<file path="src/include/power_clock_defines.svh">
`ifndef POWER_CLOCK_DEFINES_SVH
`define POWER_CLOCK_DEFINES_SVH

// ----------------------------------------------------------------
// Register offsets
// ----------------------------------------------------------------
`define PCC_ADDR 8'h00
`define PCS_ADDR 8'h01
`define TUNE_ADDR 8'h02

// ----------------------------------------------------------------
// Field positions
// ----------------------------------------------------------------
`define PCC_IDLE_BIT 7
`define PCC_IFS_HI 6
`define PCC_IFS_LO 4
`define PCC_PRIMARY_RUN_MODE_BIT 3
`define PCC_HF_ST_BIT 2
`define PCC_CSS_HI 1
`define PCC_CSS_LO 0
`define PCS_SECONDARY_RUN_MODE_BIT 6
`define PCS_MID_SEL_BIT 4
`define PCS_FORCE_BIT 3
`define PCS_MF_ST_BIT 1
`define PCS_LF_ST_BIT 0
`define TUNE_LOW_SRC_BIT 7

// ----------------------------------------------------------------
// Reset values and encodings
// ----------------------------------------------------------------
`define IFS_RESET 3'h3
`define CSS_RESET 2'h0
`define CSS_PRIMARY 2'h0
`define CSS_SECONDARY 2'h1

// ----------------------------------------------------------------
// Timing
// ----------------------------------------------------------------
`define CORE_CLK_PERIOD_NS 10
`define OST_PERIODS 11'h400
`define PLL_LOCK_NS 2000000
`define IOSC_SETTLE_NS 2000
`define IOSC_SETTLE_CYCLES \
	((`IOSC_SETTLE_NS + `CORE_CLK_PERIOD_NS - 1) / `CORE_CLK_PERIOD_NS)
`define CHANGEOVER_CYCLES 3

`endif

</file>
<file path="src/include/power_clock_pkg.sv">
package power_clock_pkg;
	typedef enum logic [1:0] {MODE_RUN, MODE_IDLE, MODE_SLEEP} mode_t;
	typedef enum logic [1:0] {SRC_PRI, SRC_SEC, SRC_INT} src_t;
	typedef enum logic [1:0] {SW_STABLE, SW_WAIT, SW_GAP} sw_t;
	typedef enum logic [1:0] {IOSC_LF, IOSC_HF, IOSC_MF} iosc_t;
endpackage

</file>
<file path="src/design/power_mode_clock_selector.sv">
`timescale 1ns/10ps
`include "power_clock_defines.svh"

module power_mode_clock_selector #(
	parameter int unsigned PLL_LOCK_CYCLES =
		`PLL_LOCK_NS / `CORE_CLK_PERIOD_NS
) (
	input wire logic I_CORE_CLK,
	input wire logic I_RST,
	input wire logic [7:0] I_ADDR,
	input wire logic [7:0] I_WDATA,
	input wire logic I_WR,
	input wire logic I_RD,
	input wire logic I_SLEEP_EXEC,
	input wire logic I_WAKE,
	input wire logic I_TWO_SPEED,
	input wire logic I_PRI_IS_CRYSTAL,
	input wire logic I_PLL_EN,
	input wire logic I_PRI_OSC_TICK,
	input wire logic I_SEC_OSC_READY,
	input wire logic I_TIMER_SEC_EN,
	input wire logic I_WDT_EN,
	input wire logic I_FAIL_MON_EN,
	output logic [7:0] O_RDATA,
	output logic [1:0] O_SYS_SRC,
	output logic [1:0] O_INT_OSC_SEL,
	output logic O_CPU_CLK_EN,
	output logic O_PERIPH_CLK_EN,
	output logic O_PRI_OSC_EN,
	output logic O_SEC_OSC_EN,
	output logic O_HF_OSC_EN,
	output logic O_LF_OSC_EN
);

	// ----------------------------------------------------------------
	// Helpers
	// ----------------------------------------------------------------
	function automatic power_clock_pkg::src_t css_to_src(
		input logic [1:0] css
	);
		if (css[1])
			return power_clock_pkg::SRC_INT;
		else if (css == `CSS_SECONDARY)
			return power_clock_pkg::SRC_SEC;
		else
			return power_clock_pkg::SRC_PRI;
	endfunction

	function automatic logic ready_of(
		input power_clock_pkg::src_t s,
		input logic pri_ok,
		input logic sec_ok
	);
		case (s)
			power_clock_pkg::SRC_PRI: return pri_ok;
			power_clock_pkg::SRC_SEC: return sec_ok;
			default: return 1'b1;
		endcase
	endfunction

	// ----------------------------------------------------------------
	// State
	// ----------------------------------------------------------------
	logic idle_on_sleep_bit;
	logic [2:0] internal_freq_select;
	logic [1:0] clock_source_select;
	logic mid_freq_select;
	logic secondary_osc_force_on;
	logic low_source_select;
	logic primary_running_flag;
	logic secondary_running_flag;
	logic high_freq_stable_flag;
	logic mid_freq_stable_flag;
	logic low_freq_stable_flag;
	logic int_flag_mask;
	logic [10:0] ost_cnt;
	logic [31:0] pll_cnt;
	logic [31:0] settle_cnt;
	logic [1:0] gap_cnt;
	power_clock_pkg::mode_t mode;
	power_clock_pkg::src_t cur_src;
	power_clock_pkg::src_t new_src;
	power_clock_pkg::sw_t sw_state;

	// ----------------------------------------------------------------
	// Decode
	// ----------------------------------------------------------------
	wire sleeping = (mode == power_clock_pkg::MODE_SLEEP);
	wire pcc_wr = I_WR && (I_ADDR == `PCC_ADDR);
	wire pcs_wr = I_WR && (I_ADDR == `PCS_ADDR);
	wire tune_wr = I_WR && (I_ADDR == `TUNE_ADDR);
	power_clock_pkg::src_t tgt_src;
	assign tgt_src = css_to_src(clock_source_select);

	// Secondary may only be used once something keeps it alive.
	wire sec_ok = (secondary_osc_force_on || I_TIMER_SEC_EN)
		&& I_SEC_OSC_READY;

	wire ost_ok = !I_PRI_IS_CRYSTAL || (ost_cnt == `OST_PERIODS);
	wire pll_ok = !I_PLL_EN || (pll_cnt == PLL_LOCK_CYCLES);
	wire pri_ready = O_PRI_OSC_EN && ost_ok && pll_ok;

	wire int_cond = (internal_freq_select != 3'h0)
		|| low_source_select || mid_freq_select;
	wire int_on = int_cond && !sleeping;
	wire int_settled = int_on
		&& (settle_cnt == 32'(`IOSC_SETTLE_CYCLES));

	power_clock_pkg::iosc_t choice;
	wire ifs_low = (internal_freq_select <= 3'h2);
	wire ifs_zero = (internal_freq_select == 3'h0);
	assign choice = (ifs_zero && !low_source_select) ?
		power_clock_pkg::IOSC_LF :
		(ifs_low && mid_freq_select) ? power_clock_pkg::IOSC_MF :
		power_clock_pkg::IOSC_HF;

	wire cur_ok = ready_of(cur_src, pri_ready, sec_ok);
	wire tgt_ok = ready_of(tgt_src, pri_ready, sec_ok);
	wire in_gap = (sw_state == power_clock_pkg::SW_GAP);
	wire gap_last = in_gap && (gap_cnt == 2'(`CHANGEOVER_CYCLES - 1));

	// ----------------------------------------------------------------
	// Next values of the outputs
	// ----------------------------------------------------------------
	// Both enables drop for the changeover so no shortened pulse leaks.
	wire next_periph = !sleeping && !in_gap && cur_ok;
	wire next_cpu = next_periph
		&& (mode == power_clock_pkg::MODE_RUN);
	wire next_pri_en = !sleeping
		&& (cur_src == power_clock_pkg::SRC_PRI
		|| tgt_src == power_clock_pkg::SRC_PRI);
	wire next_sec_en = secondary_osc_force_on || I_TIMER_SEC_EN
		|| (!sleeping && cur_src == power_clock_pkg::SRC_SEC);
	wire next_lf_en = I_WDT_EN || I_FAIL_MON_EN || (!sleeping
		&& cur_src == power_clock_pkg::SRC_INT
		&& choice == power_clock_pkg::IOSC_LF);

	// ----------------------------------------------------------------
	// Flag values
	// ----------------------------------------------------------------
	wire next_primary_run_mode = !sleeping && !in_gap && pri_ready
		&& cur_src == power_clock_pkg::SRC_PRI;
	wire next_secondary_run_mode = !sleeping && !in_gap
		&& cur_src == power_clock_pkg::SRC_SEC;
	wire int_flag_ok = int_settled && !int_flag_mask;
	wire next_hf_st = int_flag_ok
		&& choice == power_clock_pkg::IOSC_HF;
	wire next_mf_st = int_flag_ok
		&& choice == power_clock_pkg::IOSC_MF;
	wire next_lf_st = !sleeping && next_lf_en;

	// ----------------------------------------------------------------
	// Register file
	// ----------------------------------------------------------------
	wire [7:0] pcc_val = {idle_on_sleep_bit, internal_freq_select,
		primary_running_flag, high_freq_stable_flag,
		clock_source_select};
	wire [7:0] pcs_val = {1'b0, secondary_running_flag, 1'b0,
		mid_freq_select, secondary_osc_force_on, 1'b0,
		mid_freq_stable_flag, low_freq_stable_flag};
	wire [7:0] tune_val = {low_source_select, 7'h00};
	wire [7:0] next_rdata = !I_RD ? 8'h00 :
		(I_ADDR == `PCC_ADDR) ? pcc_val :
		(I_ADDR == `PCS_ADDR) ? pcs_val :
		(I_ADDR == `TUNE_ADDR) ? tune_val : 8'h00;

	always_ff @(posedge I_CORE_CLK) begin
		if (I_RST) begin
			idle_on_sleep_bit <= 1'b0;
			internal_freq_select <= `IFS_RESET;
			clock_source_select <= `CSS_RESET;
		end else if (pcc_wr) begin
			idle_on_sleep_bit <= I_WDATA[`PCC_IDLE_BIT];
			internal_freq_select <=
				I_WDATA[`PCC_IFS_HI:`PCC_IFS_LO];
			clock_source_select <=
				I_WDATA[`PCC_CSS_HI:`PCC_CSS_LO];
		end
	end

	always_ff @(posedge I_CORE_CLK) begin
		if (I_RST) begin
			mid_freq_select <= 1'b0;
			secondary_osc_force_on <= 1'b0;
			low_source_select <= 1'b0;
		end else begin
			if (pcs_wr) begin
				mid_freq_select <= I_WDATA[`PCS_MID_SEL_BIT];
				secondary_osc_force_on <= I_WDATA[`PCS_FORCE_BIT];
			end
			if (tune_wr)
				low_source_select <= I_WDATA[`TUNE_LOW_SRC_BIT];
		end
	end

	always_ff @(posedge I_CORE_CLK) begin
		if (I_RST)
			O_RDATA <= 8'h00;
		else
			O_RDATA <= next_rdata;
	end

	// ----------------------------------------------------------------
	// Power mode
	// ----------------------------------------------------------------
	always_ff @(posedge I_CORE_CLK) begin
		if (I_RST) begin
			mode <= power_clock_pkg::MODE_RUN;
		end else begin
			case (mode)
				power_clock_pkg::MODE_RUN: begin
					if (I_SLEEP_EXEC)
						mode <= idle_on_sleep_bit ?
							power_clock_pkg::MODE_IDLE :
							power_clock_pkg::MODE_SLEEP;
				end
				power_clock_pkg::MODE_IDLE,
				power_clock_pkg::MODE_SLEEP: begin
					if (I_WAKE)
						mode <= power_clock_pkg::MODE_RUN;
				end
				default: mode <= power_clock_pkg::MODE_RUN;
			endcase
		end
	end

	// ----------------------------------------------------------------
	// Source switching
	// ----------------------------------------------------------------
	// The old source keeps clocking while the new one starts up.
	always_ff @(posedge I_CORE_CLK) begin
		if (I_RST) begin
			sw_state <= power_clock_pkg::SW_STABLE;
			cur_src <= I_TWO_SPEED ? power_clock_pkg::SRC_INT :
				power_clock_pkg::SRC_PRI;
			new_src <= power_clock_pkg::SRC_PRI;
			gap_cnt <= 2'h0;
		end else begin
			case (sw_state)
				power_clock_pkg::SW_STABLE: begin
					if (!sleeping && tgt_src != cur_src)
						sw_state <= power_clock_pkg::SW_WAIT;
				end
				power_clock_pkg::SW_WAIT: begin
					if (tgt_src == cur_src) begin
						sw_state <= power_clock_pkg::SW_STABLE;
					end else if (tgt_ok) begin
						sw_state <= power_clock_pkg::SW_GAP;
						new_src <= tgt_src;
						gap_cnt <= 2'h0;
					end
				end
				power_clock_pkg::SW_GAP: begin
					gap_cnt <= gap_cnt + 2'h1;
					if (gap_last) begin
						cur_src <= new_src;
						sw_state <= power_clock_pkg::SW_STABLE;
					end
				end
				default: sw_state <= power_clock_pkg::SW_STABLE;
			endcase
		end
	end

	// ----------------------------------------------------------------
	// Oscillator timers
	// ----------------------------------------------------------------
	always_ff @(posedge I_CORE_CLK) begin
		if (I_RST || !O_PRI_OSC_EN)
			ost_cnt <= 11'h000;
		else if (I_PRI_OSC_TICK && ost_cnt != `OST_PERIODS)
			ost_cnt <= ost_cnt + 11'h001;
	end

	always_ff @(posedge I_CORE_CLK) begin
		if (I_RST || !O_PRI_OSC_EN || !ost_ok)
			pll_cnt <= 32'h0;
		else if (pll_cnt != PLL_LOCK_CYCLES)
			pll_cnt <= pll_cnt + 32'h1;
	end

	// Settling restarts only when the output was really off.
	always_ff @(posedge I_CORE_CLK) begin
		if (I_RST || !int_on)
			settle_cnt <= 32'h0;
		else if (settle_cnt != 32'(`IOSC_SETTLE_CYCLES))
			settle_cnt <= settle_cnt + 32'h1;
	end

	always_ff @(posedge I_CORE_CLK) begin
		if (I_RST || !int_on)
			int_flag_mask <= 1'b0;
		else if (gap_last && cur_src == power_clock_pkg::SRC_INT
			&& new_src == power_clock_pkg::SRC_PRI)
			int_flag_mask <= 1'b1;
		else if (gap_last && new_src == power_clock_pkg::SRC_INT)
			int_flag_mask <= 1'b0;
	end

	// ----------------------------------------------------------------
	// Registered outputs and flags
	// ----------------------------------------------------------------
	always_ff @(posedge I_CORE_CLK) begin
		if (I_RST) begin
			O_CPU_CLK_EN <= 1'b0;
			O_PERIPH_CLK_EN <= 1'b0;
			O_PRI_OSC_EN <= 1'b0;
			O_SEC_OSC_EN <= 1'b0;
			O_LF_OSC_EN <= 1'b0;
			O_HF_OSC_EN <= 1'b0;
			O_SYS_SRC <= 2'h0;
			O_INT_OSC_SEL <= 2'h0;
		end else begin
			O_CPU_CLK_EN <= next_cpu;
			O_PERIPH_CLK_EN <= next_periph;
			O_PRI_OSC_EN <= next_pri_en;
			O_SEC_OSC_EN <= next_sec_en;
			O_LF_OSC_EN <= next_lf_en;
			O_HF_OSC_EN <= int_on;
			O_SYS_SRC <= cur_src;
			O_INT_OSC_SEL <= choice;
		end
	end

	always_ff @(posedge I_CORE_CLK) begin
		if (I_RST) begin
			primary_running_flag <= 1'b0;
			secondary_running_flag <= 1'b0;
			high_freq_stable_flag <= 1'b0;
			mid_freq_stable_flag <= 1'b0;
			low_freq_stable_flag <= 1'b0;
		end else begin
			primary_running_flag <= next_primary_run_mode;
			secondary_running_flag <= next_secondary_run_mode;
			high_freq_stable_flag <= next_hf_st;
			mid_freq_stable_flag <= next_mf_st;
			low_freq_stable_flag <= next_lf_st;
		end
	end
endmodule

</file>
<file path="config.mk">
export PLATFORM = sky130hd
export DESIGN_NAME = power_mode_clock_selector
export DESIGN_NICKNAME = d
export VERILOG_FILES = /design/src/include/power_clock_pkg.sv /design/src/design/power_mode_clock_selector.sv
export VERILOG_INCLUDE_DIRS = /design/src /design/src/include
export SDC_FILE = /design/constraint.sdc
export NUM_CORES = 1
export LEC_CHECK = 0
export ABC_AREA = 1
export BUFFER_PORTS_ARGS = -buffer_cell sky130_fd_sc_hd__buf_2
export CORE_ASPECT_RATIO = 1.4
export CORE_MARGIN = 2
export CORE_UTILIZATION = 25
export CTS_BUF_LIST = sky130_fd_sc_hd__clkbuf_4 sky130_fd_sc_hd__clkbuf_8
export CTS_CLUSTER_DIAMETER = 150
export DETAILED_ROUTE_END_ITERATION = 6
export HOLD_SLACK_MARGIN = 0.06
export SLEW_MARGIN = 20
export SYNTH_ARGS = -nofsm -noshare
export SYNTH_HDL_FRONTEND = slang
export SYNTH_SLANG_ARGS = --single-unit
</file>
<file path="constraint.sdc">
create_clock -name I_CORE_CLK -period 2.4 [get_ports I_CORE_CLK]
set_clock_uncertainty 0.05 [all_clocks]
set_input_delay 0.12 -clock I_CORE_CLK [delete_from_list [all_inputs] [get_ports I_CORE_CLK]]
set_output_delay 0.12 -clock I_CORE_CLK [all_outputs]
set_load 0.005 [all_outputs]
</file>
### Word-level counts from Yosys, hierarchy flattened

Index checks and enable logic that the tools add are counted.

* bits in registers: 118
* input port bits: 30
* output and inout port bits: 18
* logic and storage cells: 163

* equality and inequality tests: 29
* muxes and demuxes: 27
* $add $sub $neg: 4
* order comparisons: 1
* reductions and logical operators: 71
* bitwise gates (word level): 2

Operators by type and width (count)
* $add A32 B1 Y32 const B: 2
* $eq A32 B18 Y1 const B: 1
* $eq A32 B8 Y1 const B: 1
* $mux W2: 16
* $ne A32 B18 Y1 const B: 1
* $ne A32 B8 Y1 const B: 1
* $logic_and A1 B1 Y1: 30
* $mux W8: 3
* $eq A2 B1 Y1 const B: 6
* $eq A2 B2 Y1 const B: 6
* $logic_not A2 Y1: 6
* $logic_or A1 B1 Y1: 12
* $add A11 B1 Y11 const B: 1
* $eq A11 B11 Y1 const B: 1
* $ne A11 B11 Y1 const B: 1
* $ne A2 B2 Y1 const B: 5
* $logic_not A1 Y1: 9
* $reduce_and A3 Y1: 3
* $eq A8 B1 Y1 const B: 1
* $eq A8 B2 Y1 const B: 1
* $logic_not A8 Y1: 1
* $pmux W2 S2: 2
* $reduce_bool A2 Y1: 4
* $pmux W2 S3: 1
* other kinds (13): 19

### Logic depth before layout (Yosys ltp)

* word-level depth: 8
* gate-level depth with buffers: 15
* depth with buffers taken out: 15

### Least setup slack after synthesis

Ideal clock, no wire load.

* path type: reg2reg
* start point: register settle_cnt[0]
* end point: register settle_cnt[28]
* setup slack: 0.727 ns
* path buffers: 0
* required time: 2.231 ns
* cell stages (with the launch flop): 11
* period minus slack after synthesis: 1.673 ns
* data arrival time: 1.503 ns
* library setup time: 0.119 ns
* path through: dfxtp_1 > ha_1 > nand3_2 > nor2_2 > nand3_2 > nor2_4 > nand2_2 > nor2_2 > nand2_1 > o21ai_0 > a21oi_1

* cells in the longest elaborated chain, start to end: 1
* elaborated cells on any way between the ends: 2
* classes of those cells: add/sub: 1; eq/ne: 1

RTL lines
* start, declared: line power_mode_clock_selector.sv:78 `logic [31:0] settle_cnt;`
* start signal, assigned: line power_mode_clock_selector.sv:287 `settle_cnt <= settle_cnt + 32'h1;`
* $add A32 B1 Y32 / $ne A32 B8 Y1 (equally long branches): line power_mode_clock_selector.sv:287, power_mode_clock_selector.sv:286

Several ways; a longest one is shown, not always the timed one.
A chain may end at the register's enable or synchronous reset.

### Final worst setup path

* start point: register pll_cnt[0]
* end point: register O_CPU_CLK_EN

* cells in the longest elaborated chain, start to end: 6

RTL lines
* start, declared: line power_mode_clock_selector.sv:77 `logic [31:0] pll_cnt;`
* start signal, assigned: line power_mode_clock_selector.sv:279 `pll_cnt <= pll_cnt + 32'h1;`
* $eq A32 B18 Y1: line power_mode_clock_selector.sv:100 `wire pll_ok = !I_PLL_EN || (pll_cnt == PLL_LOCK_CYCLES);`
* $logic_or A1 B1 Y1: line power_mode_clock_selector.sv:100
* $logic_and A1 B1 Y1: line power_mode_clock_selector.sv:101 `wire pri_ready = O_PRI_OSC_EN && ost_ok && pll_ok;`
* $pmux W1 S2: line power_mode_clock_selector.sv:54 `case (s)`
* $logic_and A1 B1 Y1: line power_mode_clock_selector.sv:126 `wire next_periph = !sleeping && !in_gap && cur_ok;`
* $logic_and A1 B1 Y1: line power_mode_clock_selector.sv:128 `&& (mode == power_clock_pkg::MODE_RUN);`
* end signal, assigned: line power_mode_clock_selector.sv:314 `O_CPU_CLK_EN <= next_cpu;`
* end, declared: line power_mode_clock_selector.sv:27 `output logic O_CPU_CLK_EN,`

No other way between the ends.

==> flow_summary_export.csv <==
group,metric,value,unit
sta,finalHoldViolCount,0,
grt,grt_pass1_vias,4863,
synthesis,yosys_register_bits,118,
routing,drt-vias-per-instance,4.34,
synthesis,post_synth_xor_area_fraction,1.55,%
power_and_ir_drop,share_of_power_burned_in_combinational_logic,11.4,%
place,post-dp-hpwl,10.2,mm
die,initial_core_util,25.3,%
setup_path,timing.critical_path.from,"pll_cnt[0]",
setup_path,worstReg2RegStart,"pll_cnt[0]",
power_and_ir_drop,cellPowerDensity,660,nW/µm²
place,port_buffers,46,
hold_path,hp-start,"I_WAKE",
power_and_ir_drop,netSwitchingPower,1.20,mW
power_and_ir_drop,sequential_fraction_of_design_power,45.2,%
sta,post-route-min-period,2.22,ns
setup_path,worstPathArrival,2.55,ns
clocking,ctsLongestPathBuffers,2,
hold_path,hold_depth,3,
hold_path,holdCritPathClass,"in -> reg",
synthesis,number_of_enable_flip_flop_cells_after_synthesis,2,
die,die_w,131,µm
grt,overflow,0,
setup_path,cp_top_family,"simple AND/OR/NAND/NOR gates",
die,rows,65,
grt,maximum_number_of_pins_on_one_net_before_global_route_repair,22,
clocking,clkSlewWorstSetupHoldPaths,0.07,ns
synthesis,synth-async-reset-ratio,0,%
die,boundaryPins,48,
sta,timing_worst_slew_pin_value,0.595,ns
cells_and_area,post_layout_utilization_of_the_core,31.2,%
sta,final_critical_path_share_of_the_clock_period,92.4,%
power_and_ir_drop,internal_power,3.41,mW
synthesis,netlist.area_leader.share,41.0,%
grt,grtUsageTotal,12.0,%
setup_path,ff2ff_path_depth,12,
routing,avgRoutedWirePerCell,11.6,µm
synthesis,seq_area_frac_synth,42.0,%
status,run_status,"finished clean",
sta,timing.final.max_slew_violations,0,
setup_path,crit_path_max_incr_delay,0.62,ns
synthesis,synth_largest_area_cell,"dfxtp_1",
grt,antenna_found_initial,0,
hold_path,hold_path_endpoint,"mode[0]",
sta,fmax,451,MHz
sta,grt_setup_unrepaired,"no",
clocking,cts-buffers-inserted,17,
setup_path,setup.worst_path.end_class,"register",
routing,wl,13.7,mm
synthesis,synth_ff_type,"dfxtp_1",
synthesis,portion_of_netlist_area_occupied_by_mux_cells,0,%
clocking,cts.sinks,118,
routing,ant_nets,0,
setup_path,required,2.73,ns
cells_and_area,finish.cell_count_without_fillers,1181,
die,die_area,23900,µm²
cells_and_area,nNetsFinal,907,
synthesis,synth_fp_nets,820,
synthesis,synth_top_family_by_area,"simple AND/OR/NAND/NOR gates",
clocking,worst_skew_pair_later_pin_latency,0.44,ns
sta,slew_margin_rel,60.3,%
cells_and_area,layout.filler_cells,2384,
power_and_ir_drop,total_leakage_power,2.72,nW
place,post_dp_cell_area,6260,µm²
die,core_area,22400,µm²
setup_path,reg_to_reg_end,"O_CPU_CLK_EN",
synthesis,mean_area_per_synthesized_cell,7.26,µm²
place,place_congestion,0.817,
routing,remaining_drcs,0,
synthesis,synth.top_cells.by_area,"dfxtp_1 41%, inv_1 8.7%, nand2_1 8.3%, a21oi_1 5.7%, nor2_1 5.6%",
clocking,tritoncts,"yes",
setup_path,worstPathMaxFanout,7,
synthesis,synth-compound-area-share,13.2,%
routing,via_count,5121,
power_and_ir_drop,p_total,4.60,mW
sta,final.setup.tns,0,ns
cells_and_area,area.growth.synth_to_final,23.2,%
synthesis,count_of_different_cell_masters_after_synthesis,46,
setup_path,critical_path_cell_count,12,
routing,first_iter_violations,239,
grt,global_route_wire_length_before_repair,23.1,mm
power_and_ir_drop,p_sw_share,26.0,%
setup_path,regToRegSetupSlack,0.18,ns
synthesis,ys_warn_count,0,
synthesis,mapped_cells,781,
synthesis,synth_simple_gate_area_share,31.3,%
power_and_ir_drop,max-vdd-ir-drop,0.255,mV
synthesis,synth-adder-area-share,1.99,%
clocking,clock-root-buffer,"clkbuf_8",
setup_path,list_of_cells_traversed_by_the_critical_path,"inv_1 > ha_1 > nand2_1 > nor2_1 > nand2_1 > nor2_4 > nand2_4 > nand2_2 > nand2_2 > dlygate4sd3_1 > a21oi_2 > and2_1",
synthesis,syn_area,5670,µm²
setup_path,path_buf_inv,2,
place,post-place-cells,1123,
cells_and_area,final_design_area_no_fill,6980,µm²
clocking,cts-htree-levels,4,
power_and_ir_drop,power.clock.fraction,43.4,%
cells_and_area,post_route_cells_drive_above_1_share,15.0,%
die,die_h,182,µm
sta,setup_viol,0,
setup_path,critical_path.startpoint_type,"register",
routing,firstDrtPassIters,4,
cells_and_area,diodes,0,
setup_path,crit_path_category,"reg -> reg",
flow_run,drv.max_cap_violation_count,0,
setup_path,critical_path.slowest_cell,"dlygate4sd3_1",
## metal layers
metal	vias up	global-route usage (%)	wire length, µm
met2	74	20.5	6660
met3	25	2.06	270
met1	2294	14.2	6260
li1	2728	-	-
met5	-	0	0
met4	0	7.09	483
## worst max path at each step
stage	slack [ns]	end
floorplan	0.73	settle_cnt[28]
global placement	0.45	settle_cnt[30]
detailed placement	0.46	settle_cnt[24]
CTS	0.05	O_CPU_CLK_EN
global route	0.04	O_CPU_CLK_EN
finish	0.18	O_CPU_CLK_EN
## worst register-to-register path, cell delays in order (launching register included)
cell	delay [ns]
dfxtp_1	0.33
inv_1	0.09
ha_1	0.15
nand2_1	0.06
nor2_1	0.10
nand2_1	0.09
nor2_4	0.12
nand2_4	0.10
nand2_2	0.08
nand2_2	0.08
dlygate4sd3_1	0.62
a21oi_2	0.16
and2_1	0.14
## cells by family (layout without fill, tap and decap cells)
family                   Yosys count  after routing
AND/OR/NAND/NOR                  359            359
adder cells (fa/ha/maj)            9              9
XOR/XNOR                          10             10
flip-flops                       118            118
buffers and inverters            147            246
AO/OA/AOI/OAI                    138            138
## state kept, by name, summed over array words and instances (netlist names), 2 cells and up
register,count
O_INT_OSC_SEL,2
O_RDATA,8
O_SYS_SRC,2
clock_source_select,2
cur_src,2
gap_cnt,2
internal_freq_select,3
mode,2
new_src,2
ost_cnt,11
pll_cnt,32
settle_cnt,32
sw_state,2
## through the flow
| step | setup slack [ns] | hold WS, ns |
|---|---|---|
| after floorplan | 0.727 | 0.200 |
| after global placement | 0.449 | 0.329 |
| after detailed placement | 0.456 | 0.315 |
| after CTS | 0.0523 | 0.0753 |
| after global routing | 0.0370 | 0.111 |
| final | 0.181 | 0.110 |
## cell usage after synthesis (5+ instances only)
cell and number:
nand2_1 125, dfxtp_1 116, o21ai_1 8, nand3_1 25
nand2_2 9, nor3_1 41, xor2_1 10, or2_2 6
nor2_1 84, nor2_2 6, clkbuf_1 5, nor2_4 6
o21ai_0 43, inv_1 132, a21oi_1 65, a211oi_1 6
inv_2 5, ha_1 9, nor4_1 10, nand4_1 23
## final cells by class
class / count / area [µm²] / area share (%)
multi-input cells: 516 / 2740 / 39.2
flip-flops and latches: 118 / 2380 / 34.1
repair buffers: 77 / 531 / 7.60
inverters: 138 / 519 / 7.44
well taps: 301 / 377 / 5.40
clock buffers: 19 / 255 / 3.66
clock inverters: 12 / 178 / 2.55
## layout by cell type (no fill, tap or decap), types with 3 or more instances in the layout
master | netlist | layout
dfxtp_1 | 116 | 116
nor2_2 | 6 | 5
a211oi_1 | 6 | 6
a31oi_1 | 4 | 4
nor3_2 | 4 | 4
ha_1 | 9 | 9
nand3_2 | 4 | 4
clkbuf_8 | 0 | 18
nand2_2 | 9 | 8
inv_1 | 132 | 132
nand3_1 | 25 | 25
bufinv_16 | 0 | 4
nand4_1 | 23 | 23
buf_2 | 3 | 46
buf_4 | 1 | 4
nor3_1 | 41 | 41
a21oi_1 | 65 | 64
o21ai_1 | 8 | 8
nor2_4 | 6 | 7
nor2_1 | 84 | 84
dlygate4sd3_1 | 0 | 27
or2_2 | 6 | 6
clkinv_4 | 0 | 3
nand2_1 | 125 | 125
clkinv_2 | 1 | 4
o21ai_0 | 43 | 43
inv_2 | 5 | 5
nor3b_2 | 4 | 4
xor2_1 | 10 | 10
nor4_1 | 10 | 10
## power by group through the flow
stage | combinational [mW] | sequential [mW] | clock, mW
2_1_floorplan | 0.334 | 2.12 | 0
3_3_place_gp | 0.487 | 2.13 | 0
3_5_place_dp | 0.488 | 2.13 | 0
4_1_cts | 0.530 | 2.08 | 2.06
5_1_grt | 0.608 | 2.09 | 2.15
6_report | 0.526 | 2.08 | 2.00
## timing repair
action | CTS | global route
endpoints found under the setup margin | 0 | 2
endpoints found under the hold margin | 28 | 0
buffers inserted | 0 | 0
hold buffers | 27 | 0
gates resized for setup | 0 | 3
No activity file was read; power rests on OpenSTA's default activity.
